<file path="src/core/tc16_pkg.sv">
// Package: register map, field layout and counts for the 16-bit timer
package tc16_pkg;

	// Register indices; byte address is four times the index
	localparam logic [9:0] IDX_GLOBAL_INT = 10'h00b;
	localparam logic [9:0] IDX_FLAGS      = 10'h00c;
	localparam logic [9:0] IDX_COUNT_LO   = 10'h00e;
	localparam logic [9:0] IDX_COUNT_HI   = 10'h00f;
	localparam logic [9:0] IDX_CONTROL    = 10'h010;
	localparam logic [9:0] IDX_ENABLES    = 10'h08c;

	// Field positions
	localparam int OVF_BIT = 0;

	// Reset values
	localparam logic [7:0] GLOBAL_INT_RST = 8'h00;
	localparam logic [7:0] CONTROL_RST    = 8'h00;
	localparam logic       FLAG_RST       = 1'b0;
	localparam logic       ENABLE_RST     = 1'b0;

	// Count limits
	localparam logic [15:0] COUNT_MAX = 16'hffff;
	localparam logic [15:0] COUNT_CLR = 16'h0000;

	// Oscillator cycles per instruction cycle
	localparam int          OSC_PER_INSTR = 4;
	localparam logic [1:0]  INSTR_LAST    = 2'(OSC_PER_INSTR - 1);

	// Bus answers
	localparam logic [1:0] RESP_OKAY   = 2'b00;
	localparam logic [1:0] RESP_SLVERR = 2'b10;

	typedef enum logic [1:0] {
		PRE_DIV1,
		PRE_DIV2,
		PRE_DIV4,
		PRE_DIV8
	} prescale_t;

	typedef struct packed {
		logic [1:0] unused;
		prescale_t  prescale_field;
		logic       oscillator_enable;
		logic       sync_control;
		logic       clock_source_select;
		logic       run_control;
	} counter_control_t;

endpackage

</file>
<file path="src/core/timer16.sv">
// Module: 16-bit timer/counter with AXI4-Lite register slave
// Behaviour
// - Count is a 16-bit pair of read/write high and low bytes.
// - Count rises from zero to all ones and wraps to zero.
// - Each wrap sets the sticky overflow flag, bit 0 of the flags.
// - Interrupt request raised only while overflow enable bit 0 is set.
// - Control bit 1 picks internal clock (0) or external pin (1).
// - Timer mode advances per instruction cycle, oscillator over four, after prescale.
// - Counter mode advances on external pin rising edges, after prescale.
// - Control bit 0 runs the count; zero holds it.
// - Special event trigger from capture/compare unit clears the pair.
// - Control bit 3 enables oscillator driver and feedback inverter.
// - With external clock, bit 2 set skips sync, clear synchronises.
// - Oscillator enabled forces both pins to input, reads return zero.
// - Control bits 7-6 read zero; other control bits reset to zero.
// - Count bytes undefined at power-on, unchanged by other resets.
`timescale 1ns/1ns
`default_nettype none

module timer16
(
	input  wire logic        aclk,
	input  wire logic        aresetn,
	input  wire logic [11:0] s_axi_awaddr,
	input  wire logic        s_axi_awvalid,
	output var  logic        s_axi_awready,
	input  wire logic [31:0] s_axi_wdata,
	input  wire logic [3:0]  s_axi_wstrb,
	input  wire logic        s_axi_wvalid,
	output var  logic        s_axi_wready,
	output var  logic [1:0]  s_axi_bresp,
	output var  logic        s_axi_bvalid,
	input  wire logic        s_axi_bready,
	input  wire logic [11:0] s_axi_araddr,
	input  wire logic        s_axi_arvalid,
	output var  logic        s_axi_arready,
	output var  logic [31:0] s_axi_rdata,
	output var  logic [1:0]  s_axi_rresp,
	output var  logic        s_axi_rvalid,
	input  wire logic        s_axi_rready,
	input  wire logic        special_event_trigger,
	input  wire logic        external_clock_pin,
	input  wire logic [1:0]  port_pin_in,
	input  wire logic [1:0]  port_direction_bits,
	input  wire logic [1:0]  port_latch,
	output var  logic [1:0]  port_pin_out,
	output var  logic [1:0]  port_pin_oe_n,
	output var  logic [1:0]  port_pin_read,
	output var  logic        osc_drive_enable,
	output var  logic        irq
);

	tc16_pkg::counter_control_t ctrl_r;
	logic [7:0]  global_int_r;
	logic        flag_r;
	logic        enable_r;
	logic [15:0] count_r;
	logic [15:0] count_nxt;
	logic [2:0]  pre_r;
	logic [2:0]  pre_nxt;
	logic [1:0]  instr_r;
	logic        ext_s1_r;
	logic        ext_s2_r;
	logic        ext_d_r;
	logic        ext_pend_r;
	logic [1:0]  pin_s1_r;
	logic [1:0]  pin_s2_r;
	logic        flag_nxt;

	// Write decode
	wire         wr_fire  = s_axi_awvalid & s_axi_awready;
	wire [9:0]   wr_idx   = s_axi_awaddr[11:2];
	wire         wr_lane  = wr_fire & s_axi_wstrb[0];
	wire [7:0]   wr_byte  = s_axi_wdata[7:0];
	wire         wr_gint  = wr_lane & (wr_idx == tc16_pkg::IDX_GLOBAL_INT);
	wire         wr_flags = wr_lane & (wr_idx == tc16_pkg::IDX_FLAGS);
	wire         wr_lo    = wr_lane & (wr_idx == tc16_pkg::IDX_COUNT_LO);
	wire         wr_hi    = wr_lane & (wr_idx == tc16_pkg::IDX_COUNT_HI);
	wire         wr_ctrl  = wr_lane & (wr_idx == tc16_pkg::IDX_CONTROL);
	wire         wr_en    = wr_lane & (wr_idx == tc16_pkg::IDX_ENABLES);
	wire         wr_hit   = (wr_idx == tc16_pkg::IDX_GLOBAL_INT)
		| (wr_idx == tc16_pkg::IDX_FLAGS)
		| (wr_idx == tc16_pkg::IDX_COUNT_LO)
		| (wr_idx == tc16_pkg::IDX_COUNT_HI)
		| (wr_idx == tc16_pkg::IDX_CONTROL)
		| (wr_idx == tc16_pkg::IDX_ENABLES);

	// Read decode
	wire [9:0]   rd_idx = s_axi_araddr[11:2];
	wire         rd_hit = (rd_idx == tc16_pkg::IDX_GLOBAL_INT)
		| (rd_idx == tc16_pkg::IDX_FLAGS)
		| (rd_idx == tc16_pkg::IDX_COUNT_LO)
		| (rd_idx == tc16_pkg::IDX_COUNT_HI)
		| (rd_idx == tc16_pkg::IDX_CONTROL)
		| (rd_idx == tc16_pkg::IDX_ENABLES);
	wire [7:0]   ctrl_rd = {2'b00, ctrl_r[5:0]};
	wire [7:0]   rd_byte =
		(rd_idx == tc16_pkg::IDX_GLOBAL_INT) ? global_int_r :
		(rd_idx == tc16_pkg::IDX_FLAGS)      ? {7'h00, flag_r} :
		(rd_idx == tc16_pkg::IDX_COUNT_LO)   ? count_r[7:0] :
		(rd_idx == tc16_pkg::IDX_COUNT_HI)   ? count_r[15:8] :
		(rd_idx == tc16_pkg::IDX_CONTROL)    ? ctrl_rd :
		(rd_idx == tc16_pkg::IDX_ENABLES)    ? {7'h00, enable_r} :
		8'h00;

	// Clock sources
	wire         instr_tick = (instr_r == tc16_pkg::INSTR_LAST);
	wire         ext_rise   = ext_s2_r & ~ext_d_r;
	wire         ext_sync   = (ext_pend_r | ext_rise) & instr_tick;
	wire         ext_event  = ctrl_r.sync_control ? ext_rise : ext_sync;
	wire         src_event  = ctrl_r.clock_source_select ? ext_event
		: instr_tick;
	wire [2:0]   pre_lim    =
		(ctrl_r.prescale_field == tc16_pkg::PRE_DIV8) ? 3'h7 :
		(ctrl_r.prescale_field == tc16_pkg::PRE_DIV4) ? 3'h3 :
		(ctrl_r.prescale_field == tc16_pkg::PRE_DIV2) ? 3'h1 :
		3'h0;
	wire         step      = ctrl_r.run_control & src_event;
	wire         inc       = step & (pre_r == pre_lim);
	wire         wrap      = inc & (count_r == tc16_pkg::COUNT_MAX);
	wire         cnt_wr    = wr_lo | wr_hi;

	always_comb
	begin
		pre_nxt = pre_r;
		if (step)
			pre_nxt = inc ? 3'h0 : pre_r + 3'h1;
		if (cnt_wr)
			pre_nxt = 3'h0;
	end

	always_comb
	begin
		count_nxt = count_r;
		if (inc)
			count_nxt = count_r + 16'h0001;
		if (wr_lo)
			count_nxt[7:0] = wr_byte;
		if (wr_hi)
			count_nxt[15:8] = wr_byte;
		if (special_event_trigger)
			count_nxt = tc16_pkg::COUNT_CLR;
	end

	// Set wins over a write-one clear
	always_comb
	begin
		flag_nxt = flag_r;
		if (wr_flags & wr_byte[tc16_pkg::OVF_BIT])
			flag_nxt = 1'b0;
		if (wrap)
			flag_nxt = 1'b1;
	end

	// Count pair has no reset
	always_ff @(posedge aclk)
	begin
		count_r <= count_nxt;
	end

	always_ff @(posedge aclk)
	begin
		if (!aresetn)
		begin
			instr_r    <= 2'b00;
			pre_r      <= 3'h0;
			ext_s1_r   <= 1'b0;
			ext_s2_r   <= 1'b0;
			ext_d_r    <= 1'b0;
			ext_pend_r <= 1'b0;
			pin_s1_r   <= 2'b00;
			pin_s2_r   <= 2'b00;
		end
		else
		begin
			instr_r    <= instr_r + 2'b01;
			pre_r      <= pre_nxt;
			ext_s1_r   <= external_clock_pin;
			ext_s2_r   <= ext_s1_r;
			ext_d_r    <= ext_s2_r;
			ext_pend_r <= (ext_pend_r | ext_rise) & ~instr_tick;
			pin_s1_r   <= port_pin_in;
			pin_s2_r   <= pin_s1_r;
		end
	end

	// Registers
	always_ff @(posedge aclk)
	begin
		if (!aresetn)
		begin
			ctrl_r       <= tc16_pkg::CONTROL_RST;
			global_int_r <= tc16_pkg::GLOBAL_INT_RST;
			flag_r       <= tc16_pkg::FLAG_RST;
			enable_r     <= tc16_pkg::ENABLE_RST;
		end
		else
		begin
			if (wr_ctrl)
				ctrl_r <= {2'b00, wr_byte[5:0]};
			if (wr_gint)
				global_int_r <= wr_byte;
			if (wr_en)
				enable_r <= wr_byte[tc16_pkg::OVF_BIT];
			flag_r <= flag_nxt;
		end
	end

	// Pins, oscillator and interrupt outputs
	always_ff @(posedge aclk)
	begin
		if (!aresetn)
		begin
			port_pin_out     <= 2'b00;
			port_pin_oe_n    <= 2'b11;
			port_pin_read    <= 2'b00;
			osc_drive_enable <= 1'b0;
			irq              <= 1'b0;
		end
		else
		begin
			port_pin_out     <= port_latch;
			port_pin_oe_n    <= port_direction_bits
				| {2{ctrl_r.oscillator_enable}};
			port_pin_read    <= pin_s2_r
				& ~{2{ctrl_r.oscillator_enable}};
			osc_drive_enable <= ctrl_r.oscillator_enable;
			irq              <= flag_r & enable_r;
		end
	end

	// AXI4-Lite write channel: both address and data taken together
	always_ff @(posedge aclk)
	begin
		if (!aresetn)
		begin
			s_axi_awready <= 1'b0;
			s_axi_wready  <= 1'b0;
			s_axi_bvalid  <= 1'b0;
			s_axi_bresp   <= tc16_pkg::RESP_OKAY;
		end
		else
		begin
			s_axi_awready <= s_axi_awvalid & s_axi_wvalid & ~s_axi_awready
				& ~s_axi_bvalid;
			s_axi_wready  <= s_axi_awvalid & s_axi_wvalid & ~s_axi_awready
				& ~s_axi_bvalid;
			if (wr_fire)
			begin
				s_axi_bvalid <= 1'b1;
				s_axi_bresp  <= wr_hit ? tc16_pkg::RESP_OKAY
					: tc16_pkg::RESP_SLVERR;
			end
			else if (s_axi_bready)
				s_axi_bvalid <= 1'b0;
		end
	end

	// AXI4-Lite read channel
	always_ff @(posedge aclk)
	begin
		if (!aresetn)
		begin
			s_axi_arready <= 1'b0;
			s_axi_rvalid  <= 1'b0;
			s_axi_rdata   <= 32'h0000_0000;
			s_axi_rresp   <= tc16_pkg::RESP_OKAY;
		end
		else
		begin
			s_axi_arready <= s_axi_arvalid & ~s_axi_arready & ~s_axi_rvalid;
			if (s_axi_arvalid & s_axi_arready)
			begin
				s_axi_rvalid <= 1'b1;
				s_axi_rdata  <= {24'h000000, rd_byte};
				s_axi_rresp  <= rd_hit ? tc16_pkg::RESP_OKAY
					: tc16_pkg::RESP_SLVERR;
			end
			else if (s_axi_rready)
				s_axi_rvalid <= 1'b0;
		end
	end

	// Helper: count known once both bytes written or trigger seen
	logic lo_seen_r;
	logic hi_seen_r;
	wire  cnt_known = lo_seen_r & hi_seen_r;

	always_ff @(posedge aclk)
	begin
		if (!aresetn)
		begin
			lo_seen_r <= 1'b0;
			hi_seen_r <= 1'b0;
		end
		else
		begin
			lo_seen_r <= lo_seen_r | wr_lo | special_event_trigger;
			hi_seen_r <= hi_seen_r | wr_hi | special_event_trigger;
		end
	end
endmodule

`default_nettype wire

</file>
<file path="config.mk">
export PLATFORM = sky130hd
export DESIGN_NAME = timer16
export DESIGN_NICKNAME = d
export VERILOG_FILES = /design/src/core/tc16_pkg.sv /design/src/core/timer16.sv
export SDC_FILE = /design/constraint.sdc
export NUM_CORES = 1
export LEC_CHECK = 0
export BUFFER_PORTS_ARGS = -buffer_cell sky130_fd_sc_hd__buf_2
export CORE_AREA = 2 2 84 86
export DETAILED_ROUTE_END_ITERATION = 16
export DIE_AREA = 0 0 86 88
export GPL_ROUTABILITY_DRIVEN = 1
export GPL_TIMING_DRIVEN = 0
export PLACE_DENSITY = 0.86
export SLEW_MARGIN = 20
export SYNTH_ARGS = -nofsm -noshare
export SYNTH_HDL_FRONTEND = slang
export SYNTH_SLANG_ARGS = --single-unit
</file>
<file path="constraint.sdc">
create_clock -name aclk -period 3.06 [get_ports aclk]
set_input_delay 0.612 -clock aclk [delete_from_list [all_inputs] [get_ports aclk]]
set_output_delay 0.612 -clock aclk [all_outputs]
set_load 0.005 [all_outputs]
</file>
==> run metrics, run 1 <==
outcome finished clean; CP Class flop to flop; WP data arrival 2360 ps; Slew headroom 48.2%; share of cells above drive strength 1 27.7%; FF+latch count, synth 67; CORE AREA 0.00664 mm2; HP Class flop to flop; Distinct cells, synth 60; CTS tree done; HPWL after detailed placement 6.40 mm; largest net degree at the start of global routing 14; clk sink count 67; Final Setup Violations 0; first-pass GRT wire length 13.2 mm; drt total wl 8.56 mm; worst-skew pair later-pin latency 350 ps; slowest stage delay, CP 690 ps; M2 GR Usage 37.6%; antenna-violating nets left 0; DR iter-0 viols 230; clock buffer count from CTS 9; PortBufs 64; Fin Setup TNS 0 ps; CP Launch Type flop; ant diodes 0; residual DRC count 0; Peak supply drop 0.000247 V; GR Util met3 3.68%; Synth Flop Type dfxtp_1; vias in the first global route 2,695; Hold Vio Cnt, Final 0; P_leak 1.81 nW; Post-synth ARST share 0%; GRT Total Usage 22.6%; post-synthesis instance total 379; Setup crit end kind flop; Reg clk slew, reported paths 80 ps; remaining global-route overflow 0; sequential share of the synthesized area 38.3%; CTS Hold Buffers Added 0; H-tree levels 3; I/O Pins 124; CP cell instances ha_1 > a21oi_1 > a311oi_2 > buf_6 > o2111ai_1 > xnor2_1 > a22o_1; vias 3,095; commonest cells after routing, fill and taps aside 67 x buf_2, 67 x dfxtp_1, 27 x nand2_1, 27 x buf_4, 26 x conb_1; fin cells 564; YS warnings 0; PwrDens 426 mW/mm2; Resized cells post-CTS 0; Initial DRT Pass Iterations 4; Slowest cell on crit path a311oi_2; EDFF count, synth 0; RSZ-0062 raised after global routing false; Via density 5.49; area occupied by multi-input gates 0.00195 mm2; worst slew pin tran 777 ps; average size of a mapped cell 9.24 um2; Final Critical Period 2130 ps; area leader, netlist dfxtp_1; CP Max Fanout 10; Yosys top cell area share 38.3%; flip-flop and latch area 0.00134 mm2; clock root buffer clkbuf_8; Most Crowded Layer GR met2; CP Data Required Time 3300 ps; Max Freq 470 MHz; Worst Skew 8.74 ps; GRT met1 Usage 29.3%; Bufs on Longest Clock Path 2; GPL Wtd Cong 0.944; Routed WL per cell 15.2 um; die area 0.00757 mm2; Initial Util 52.7%; max cap viols 0; fill count 580; crit share post-route 69.5%; Die Y 88 um; post-CTS setup buffer count 0; Die Wd 86 um; Nets 557; Post-Place Cells 548; Synth area leaders dfxtp_1 38%, buf_4 5.8%, mux2i_1 3.7%, o21ai_0 3.0%, nand2_1 2.9%; area delta synth->final 20.4%; Post-Syn Area 0.00350 mm2; cell row count 30; initial antenna violation count 0; Max Transition Viols Final 0
metal layers:
layer | wire length (um) | part of all wire (%)
met1 | 3740 | 44
met2 | 4050 | 47
met3 | 633 | 7.4
met4 | 134 | 1.6
met5 | 0 | 0
cells by family (layout without fill, tap and decap cells):
group | Yosys count | count (layout) | share of synthesized area, %
AO/OA/AOI/OAI | 89 | 89 | 18.3
buffers and inverters | 48 | 128 | 8.57
AND/OR/NAND/NOR | 134 | 134 | 23.4
multiplexers | 21 | 21 | 6.29
other | 1 | 26 | 0.107
adder cells (fa/ha/maj) | 3 | 3 | 1.07
flip-flops | 67 | 67 | 38.3
XOR/XNOR | 16 | 16 | 4.00
synthesized netlist by cell type (3+ instances only):
library cell and number:
a21boi_0 7, a21oi_1 15, a22o_1 7, a22oi_1 6
and2_1 16, and3_1 8, buf_2 3, buf_4 27
clkbuf_1 10, dfxtp_1 67, ha_1 3, inv_1 6
mux2_2 8, mux2i_1 13, nand2_1 27, nand2b_1 8
nand3_1 8, nand4_1 3, nand4b_1 4, nor2_1 15
nor2b_1 16, nor3_1 4, nor4_1 3, o2111ai_1 9
o211ai_1 6, o21ai_0 21, xnor2_1 8, xor2_1 8
stage by stage:
step                      area, um2  hold slack (ps)  worst slack, ps  utilization [%]  power, mW
after floorplan                3600              398             1020                -       1.00
after global placement         4020              407              776             60.5       1.07
after detailed placement       4020              413              728             60.5       1.07
after CTS                      4220              432              957             63.4       1.80
after global routing           4220              434              840             63.4       1.86
final                          4220              429              933             63.4       1.80
layout make-up:
type	count	share of cell area, %
well taps	80	2.37
clock inverters	7	1.78
inverters	6	0.534
flip-flops and latches	67	31.8
clock buffers	9	2.94
repair buffers	64	7.60
plain buffers	42	6.59
multi-input cells	289	46.4
worst paths after layout:
| path | start | to | slack (ps) | depth (start not counted) |
|---|---|---|---|---|
| worst min register to register | pin_s2_r[1] | port_pin_read[1] | 430 | 1 |
| worst max-delay path | instr_r[0] | count_r[14] | 930 | 7 |
| worst min-delay path | pin_s2_r[1] | port_pin_read[1] | 430 | 1 |
| worst max register to register | instr_r[0] | count_r[14] | 930 | 7 |
worst max-delay path, delay by kind of cell, from the launching register on:
kind	cells	cell delay, ps
AO/OA/AOI/OAI	4	1090
flip-flops	1	350
buffers and inverters	1	250
adder cells (fa/ha/maj)	1	170
XOR/XNOR	1	150
flip-flops by register name, indices dropped and copies added (netlist names), 3 cells and up:
name	cells
s_axi_rdata	8
global_int_r	8
ctrl_r	6
pre_r	3
count_r	16
power breakdown:
part           internal, mW  switching (mW)
clock network         0.383           0.360
registers             0.888         0.00674
logic                0.0767          0.0820
total                  1.35           0.449
(Power assumes the default switching activity.)
==> run 2, diff against run 1 <==
ABC_AREA = 1   (was unset)
CORE_AREA = 2 2 94 96   (was 2 2 84 86)
DIE_AREA = 0 0 96 98   (was 0 0 86 88)
PLACE_DENSITY = 0.77   (was 0.86)
clock period = 1.8 ns   (was 3.06 ns; I/O delays follow)
==> run metrics, run 2 <==
ant diodes 0; antenna-violating nets left 0; DR iter-0 viols 273; GRT Total Usage 21.9%; average size of a mapped cell 6.69 um2; sequential share of the synthesized area 35.5%; RSZ-0062 raised after global routing false; Hold Path End pin_s1_r[1]; Biggest register count_r; CP Data Required Time 2040 ps; vias in the first global route 3,485; remaining global-route overflow 0; WP data arrival 1920 ps; Min-Delay Startpoint port_pin_in[1]; Post-Syn Area 0.00378 mm2; commonest cells after routing, fill and taps aside 125 x nand2_1, 81 x inv_1, 68 x buf_2; Final Critical Period 1680 ps; Tot Pwr 3.15 mW; Die Wd 96 um; top post-synthesis cells by count 125 x nand2_1, 81 x inv_1, 67 x dfxtp_1, 60 x nor2_1, 34 x nand3_1; Routed WL per cell 12.5 um; P_leak 2.20 nW; Top Registers count_r: 16 flops, global_int_r: 8 flops, s_axi_rdata: 8 flops; placed cell area 0.00433 mm2; outcome finished clean; PwrDens 693 mW/mm2; worst-skew pair later-pin latency 340 ps; Die Y 98 um; Post-Place Cells 763; Setup crit end kind flop; max reg flops 16; initial antenna violation count 0; most common cell in the netlist nand2_1; HPWL after detailed placement 7.68 mm; PortBufs 65; CORE AREA 0.00847 mm2; Resized cells post-CTS 0; Initial Util 44.6%; Final Cell Area 0.00454 mm2; drt total wl 9.71 mm; clock root buffer clkbuf_8; post-CTS setup buffer count 0; HP Class input port to flop; Slew headroom 61.7%; Worst R2R Setup Slack 120 ps; CTS tree done; Final Setup Violations 0; area delta synth->final 20.1%; Hold Vio Cnt, Final 0; EDFF count, synth 0; GPL Wtd Cong 0.953; Hold WS 200 ps; residual DRC count 0; first-pass GRT wire length 16.1 mm; worst slew pin tran 575 ps; cell row count 34; CP Max Fanout 9; Bufs on Longest Clock Path 2; Reg clk slew, reported paths 70 ps; Worst Skew 7.87 ps; vias 3,783; FF-to-FF End count_r[15]; R2R depth 11; crit share post-route 93.2%; Yosys top cell area share 35.5%; Max Transition Viols Final 0; Post-synth ARST share 0%; Synth area leaders dfxtp_1 35%, nand2_1 12%, inv_1 8.0%, nor2_1 6.0%, buf_4 5.4%; Hold Crit Depth 3; most common cell after layout, fill and taps aside nand2_1; Nets 744; share of cells above drive strength 1 21.8%; Synth Flop Type dfxtp_1; largest net degree at the start of global routing 12; YS warnings 0; CP Class flop to flop; I/O Pins 124; clk sink count 67; clock buffer count from CTS 9; FF+latch count, synth 67; max cap viols 0; CP Launch Type flop; Via density 4.86; fin cells 778; Initial DRT Pass Iterations 5; post-synthesis instance total 565; die area 0.00941 mm2; Peak supply drop 0.000362 V; H-tree levels 3; CTS Hold Buffers Added 0; reg2reg start ctrl_r[5]; Max Freq 596 MHz; Distinct cells, synth 36; area leader, netlist dfxtp_1
[run 2: cell types whose count changed after synthesis, moves of 9 or more]
cell / change
nand3_1: +26
mux2i_1: -13
nand2_1: +98
a21oi_1: +17
o21ai_0: +12
o21ai_1: +9
inv_1: +75
and2_1: -16
nand4_1: +16
nor2_1: +45
nor2b_1: -16
[run 2: kinds of logic (layout without fill, tap and decap cells)]
kind of cell             Yosys count  after routing  synth area share, %
AO/OA/AOI/OAI                     85             85                 11.9
XOR/XNOR                           7              7                 1.62
adder cells (fa/ha/maj)            3              3                0.993
buffers and inverters            128            208                 15.9
flip-flops                        67             67                 35.5
other                              1             26               0.0992
AND/OR/NAND/NOR                  274            274                 34.0
[run 2: per-layer routing]
metal	track usage (%)	vias up	share of wire (%)
met2	35.5	136	47
li1	-	1956	-
met1	28.9	1674	44
met4	7.25	0	2.5
met5	0	-	0
met3	4.17	17	6.7
[run 2: final cells by class]
type | count | area, um2
timing repair buffer | 65 | 325
sequential | 67 | 1340
multi-input combinational | 395 | 1930
fill | 861 | 3930
clock inverter | 5 | 78.8
buffer | 40 | 270
tap | 108 | 135
clock buffer | 10 | 128
inverter | 88 | 330
[run 2: how the worst max path moves through the flow]
| stage | cells past startpoint | slack, ps | startpoint | to |
|---|---|---|---|---|
| detailed placement | 11 | -9 | s_axi_awaddr[7] | count_r[15] |
| floorplan | 10 | 360 | s_axi_awaddr[7] | count_r[15] |
| CTS | 11 | 150 | ctrl_r[5] | count_r[15] |
| global route | 11 | 10 | count_r[0] | count_r[10] |
| global placement | 10 | 30 | s_axi_araddr[6] | s_axi_rdata[4] |
| finish | 11 | 120 | ctrl_r[5] | count_r[15] |
[run 2: worst max-delay path, cell delays in order, from the launching register on]
cell	delay, ps
dfxtp_1	410
inv_1	120
nand3_1	90
nand3_1	70
nor2_1	110
nand3_2	160
nand2_2	230
inv_2	140
nand2_1	90
nand3_1	60
nand2_1	60
inv_1	40
[run 2: report_power, final]
| group | leakage (nW) | switching (mW) | internal [mW] |
|---|---|---|---|
| logic | 1.55 | 0.163 | 0.123 |
| clock network | 0.106 | 0.565 | 0.770 |
| registers | 0.544 | 0.0119 | 1.51 |
| total | 2.20 | 0.739 | 2.41 |
[run 2: through the flow]
step,setup WS (ps),TNS (ps),utilization (%)
finish,123,0,53.6
global route,9.50,0,53.6
CTS,154,0,53.6
detailed placement,-9.34,-9.34,51.2
global placement,33.5,0,51.2
floorplan,356,0,-
==> run 3, diff against run 2 <==
CORE_AREA = 2 2 68 134   (was 2 2 94 96)
DIE_AREA = 0 0 70 136   (was 0 0 96 98)
PLACE_DENSITY = 0.76   (was 0.77)
==> run metrics, run 3 (synthesized netlist as in run 2, its figures left out) <==
Final Critical Period 1670 ps; ant diodes 0; RSZ-0062 raised after global routing false; Biggest register count_r; vias 3,865; wire length on met3 506 um; met2 WL post-DR 5.58 mm; I/O Pins 124; worst-skew pair later-pin latency 330 ps; Max Transition Viols Final 0; worst slew pin tran 576 ps; Max Freq 598 MHz; GRT Total Usage 22.0%; Die Y 136 um; Peak supply drop 0.000496 V; vias in the first global route 3,626; residual DRC count 0; cell row count 48; Bufs on Longest Clock Path 2; WP data arrival 1870 ps; Max Used Layer met4; share of cells above drive strength 1 22.2%; H-tree levels 3; Slew headroom 61.6%; area occupied by multi-input gates 0.00193 mm2; most common cell after layout, fill and taps aside nand2_1; FF-to-FF End global_int_r[0]; CP Class flop to flop; HPWL after detailed placement 8.20 mm; Top Registers count_r: 16 flops, global_int_r: 8 flops, s_axi_rdata: 8 flops; max reg flops 16; R2R depth 8; crit share post-route 92.9%; commonest cells after routing, fill and taps aside 125 x nand2_1, 81 x inv_1, 68 x buf_2; Final Setup Violations 0; crit path to global_int_r[0]; Reg clk slew, reported paths 60 ps; die area 0.00952 mm2; Worst R2R Setup Slack 130 ps; CORE AREA 0.00853 mm2; Initial DRT Pass Iterations 7; P_leak 2.25 nW; area delta synth->final 23.0%; fin util 54.5%; largest net degree at the start of global routing 14; max cap viols 0; CP Launch Type flop; GPL Wtd Cong 0.889; DP Worst Slack -126 ps; clk sink count 67; critical path startpoint s_axi_wready; DR iter-0 viols 174; flip-flop and latch area 0.00134 mm2; initial antenna violation count 0; PwrDens 801 mW/mm2; Routed WL per cell 13.4 um; PortBufs 65; outcome finished clean; clock root buffer clkbuf_16; clock buffer count from CTS 9; Nets 744; antenna-violating nets left 0; Die Wd 70 um; Initial Util 44.3%; M1 WL 3.59 mm; Via density 5.01; CTS tree done; final worst-path setup slack 127 ps; CP Max Fanout 10; Worst Skew 2.78 ps; fill count 862; CP Data Required Time 1990 ps; drt total wl 10.4 mm; remaining global-route overflow 0; Setup crit end kind flop; HP Class input port to flop; first-pass GRT wire length 16.3 mm; Hold Vio Cnt, Final 0; post-CTS setup buffer count 0; reg2reg start s_axi_wready
run 3: changes by cell type in the layout (fill, tap and decap cells not counted), sizes merged:
cell    change
inv         +2
clkbuf      -1
run 3: critical path, cell delays in order, from the launching register on:
cell and delay, ps:
dfxtp_1 350, nand2_1 90, inv_1 90, nand2_1 90, inv_2 130, nand3_1 300
buf_2 300, nor2_1 130, a211oi_2 40
run 3: cell type report:
class,count,share of cell area (%)
inverter,88,7.10
clock inverter,7,2.15
tap,100,2.69
timing repair buffer,65,6.99
sequential,67,28.9
buffer,40,5.81
multi-input combinational,395,41.5
clock buffer,9,4.84
run 3: metal layers:
layer  vias up  global-route usage [%]
li1       1957                       -
met1      1716                    20.1
met2       145                    41.7
met3        47                    4.45
met4         0                    15.8
met5         -                       0
run 3: how the worst min path moves through the flow:
stage | from | endpoint | slack (ps) | depth (start not counted)
after CTS | port_latch[0] | port_pin_out[0] | 200 | 3
after global placement | pin_s1_r[0] | pin_s2_r[0] | 410 | 2
after detailed placement | pin_s1_r[1] | pin_s2_r[1] | 400 | 2
after floorplan | ext_s1_r | ext_s2_r | 390 | 2
final | port_latch[0] | port_pin_out[0] | 210 | 3
after global routing | external_clock_pin | ext_s1_r | 200 | 3
run 3: metrics by stage:
step	total power [mW]	instances	instance area [um2]	setup TNS (ps)	hold WS, ps
3_3_place_gp	1.84	755	4320	-196	407
4_1_cts	3.74	771	4650	0	201
3_5_place_dp	1.85	755	4320	-1260	404
6_report	3.73	771	4650	0	207
2_1_floorplan	1.72	590	3870	0	390
5_1_grt	3.86	771	4650	0	199
run 3: power breakdown:
part / total (mW) / switching [mW] / internal (mW)
Combinational: 0.288 / 0.166 / 0.123
Clock: 1.91 / 0.688 / 1.22
Sequential: 1.53 / 0.0132 / 1.51
Total: 3.73 / 0.867 / 2.86
run 3: what timing repair did:
item                                    4_1_cts  5_1_grt
hold endpoints to repair                      0        0
hold buffers                                  0        0
endpoints found under the setup margin        0        2
gates resized for setup                       0        1
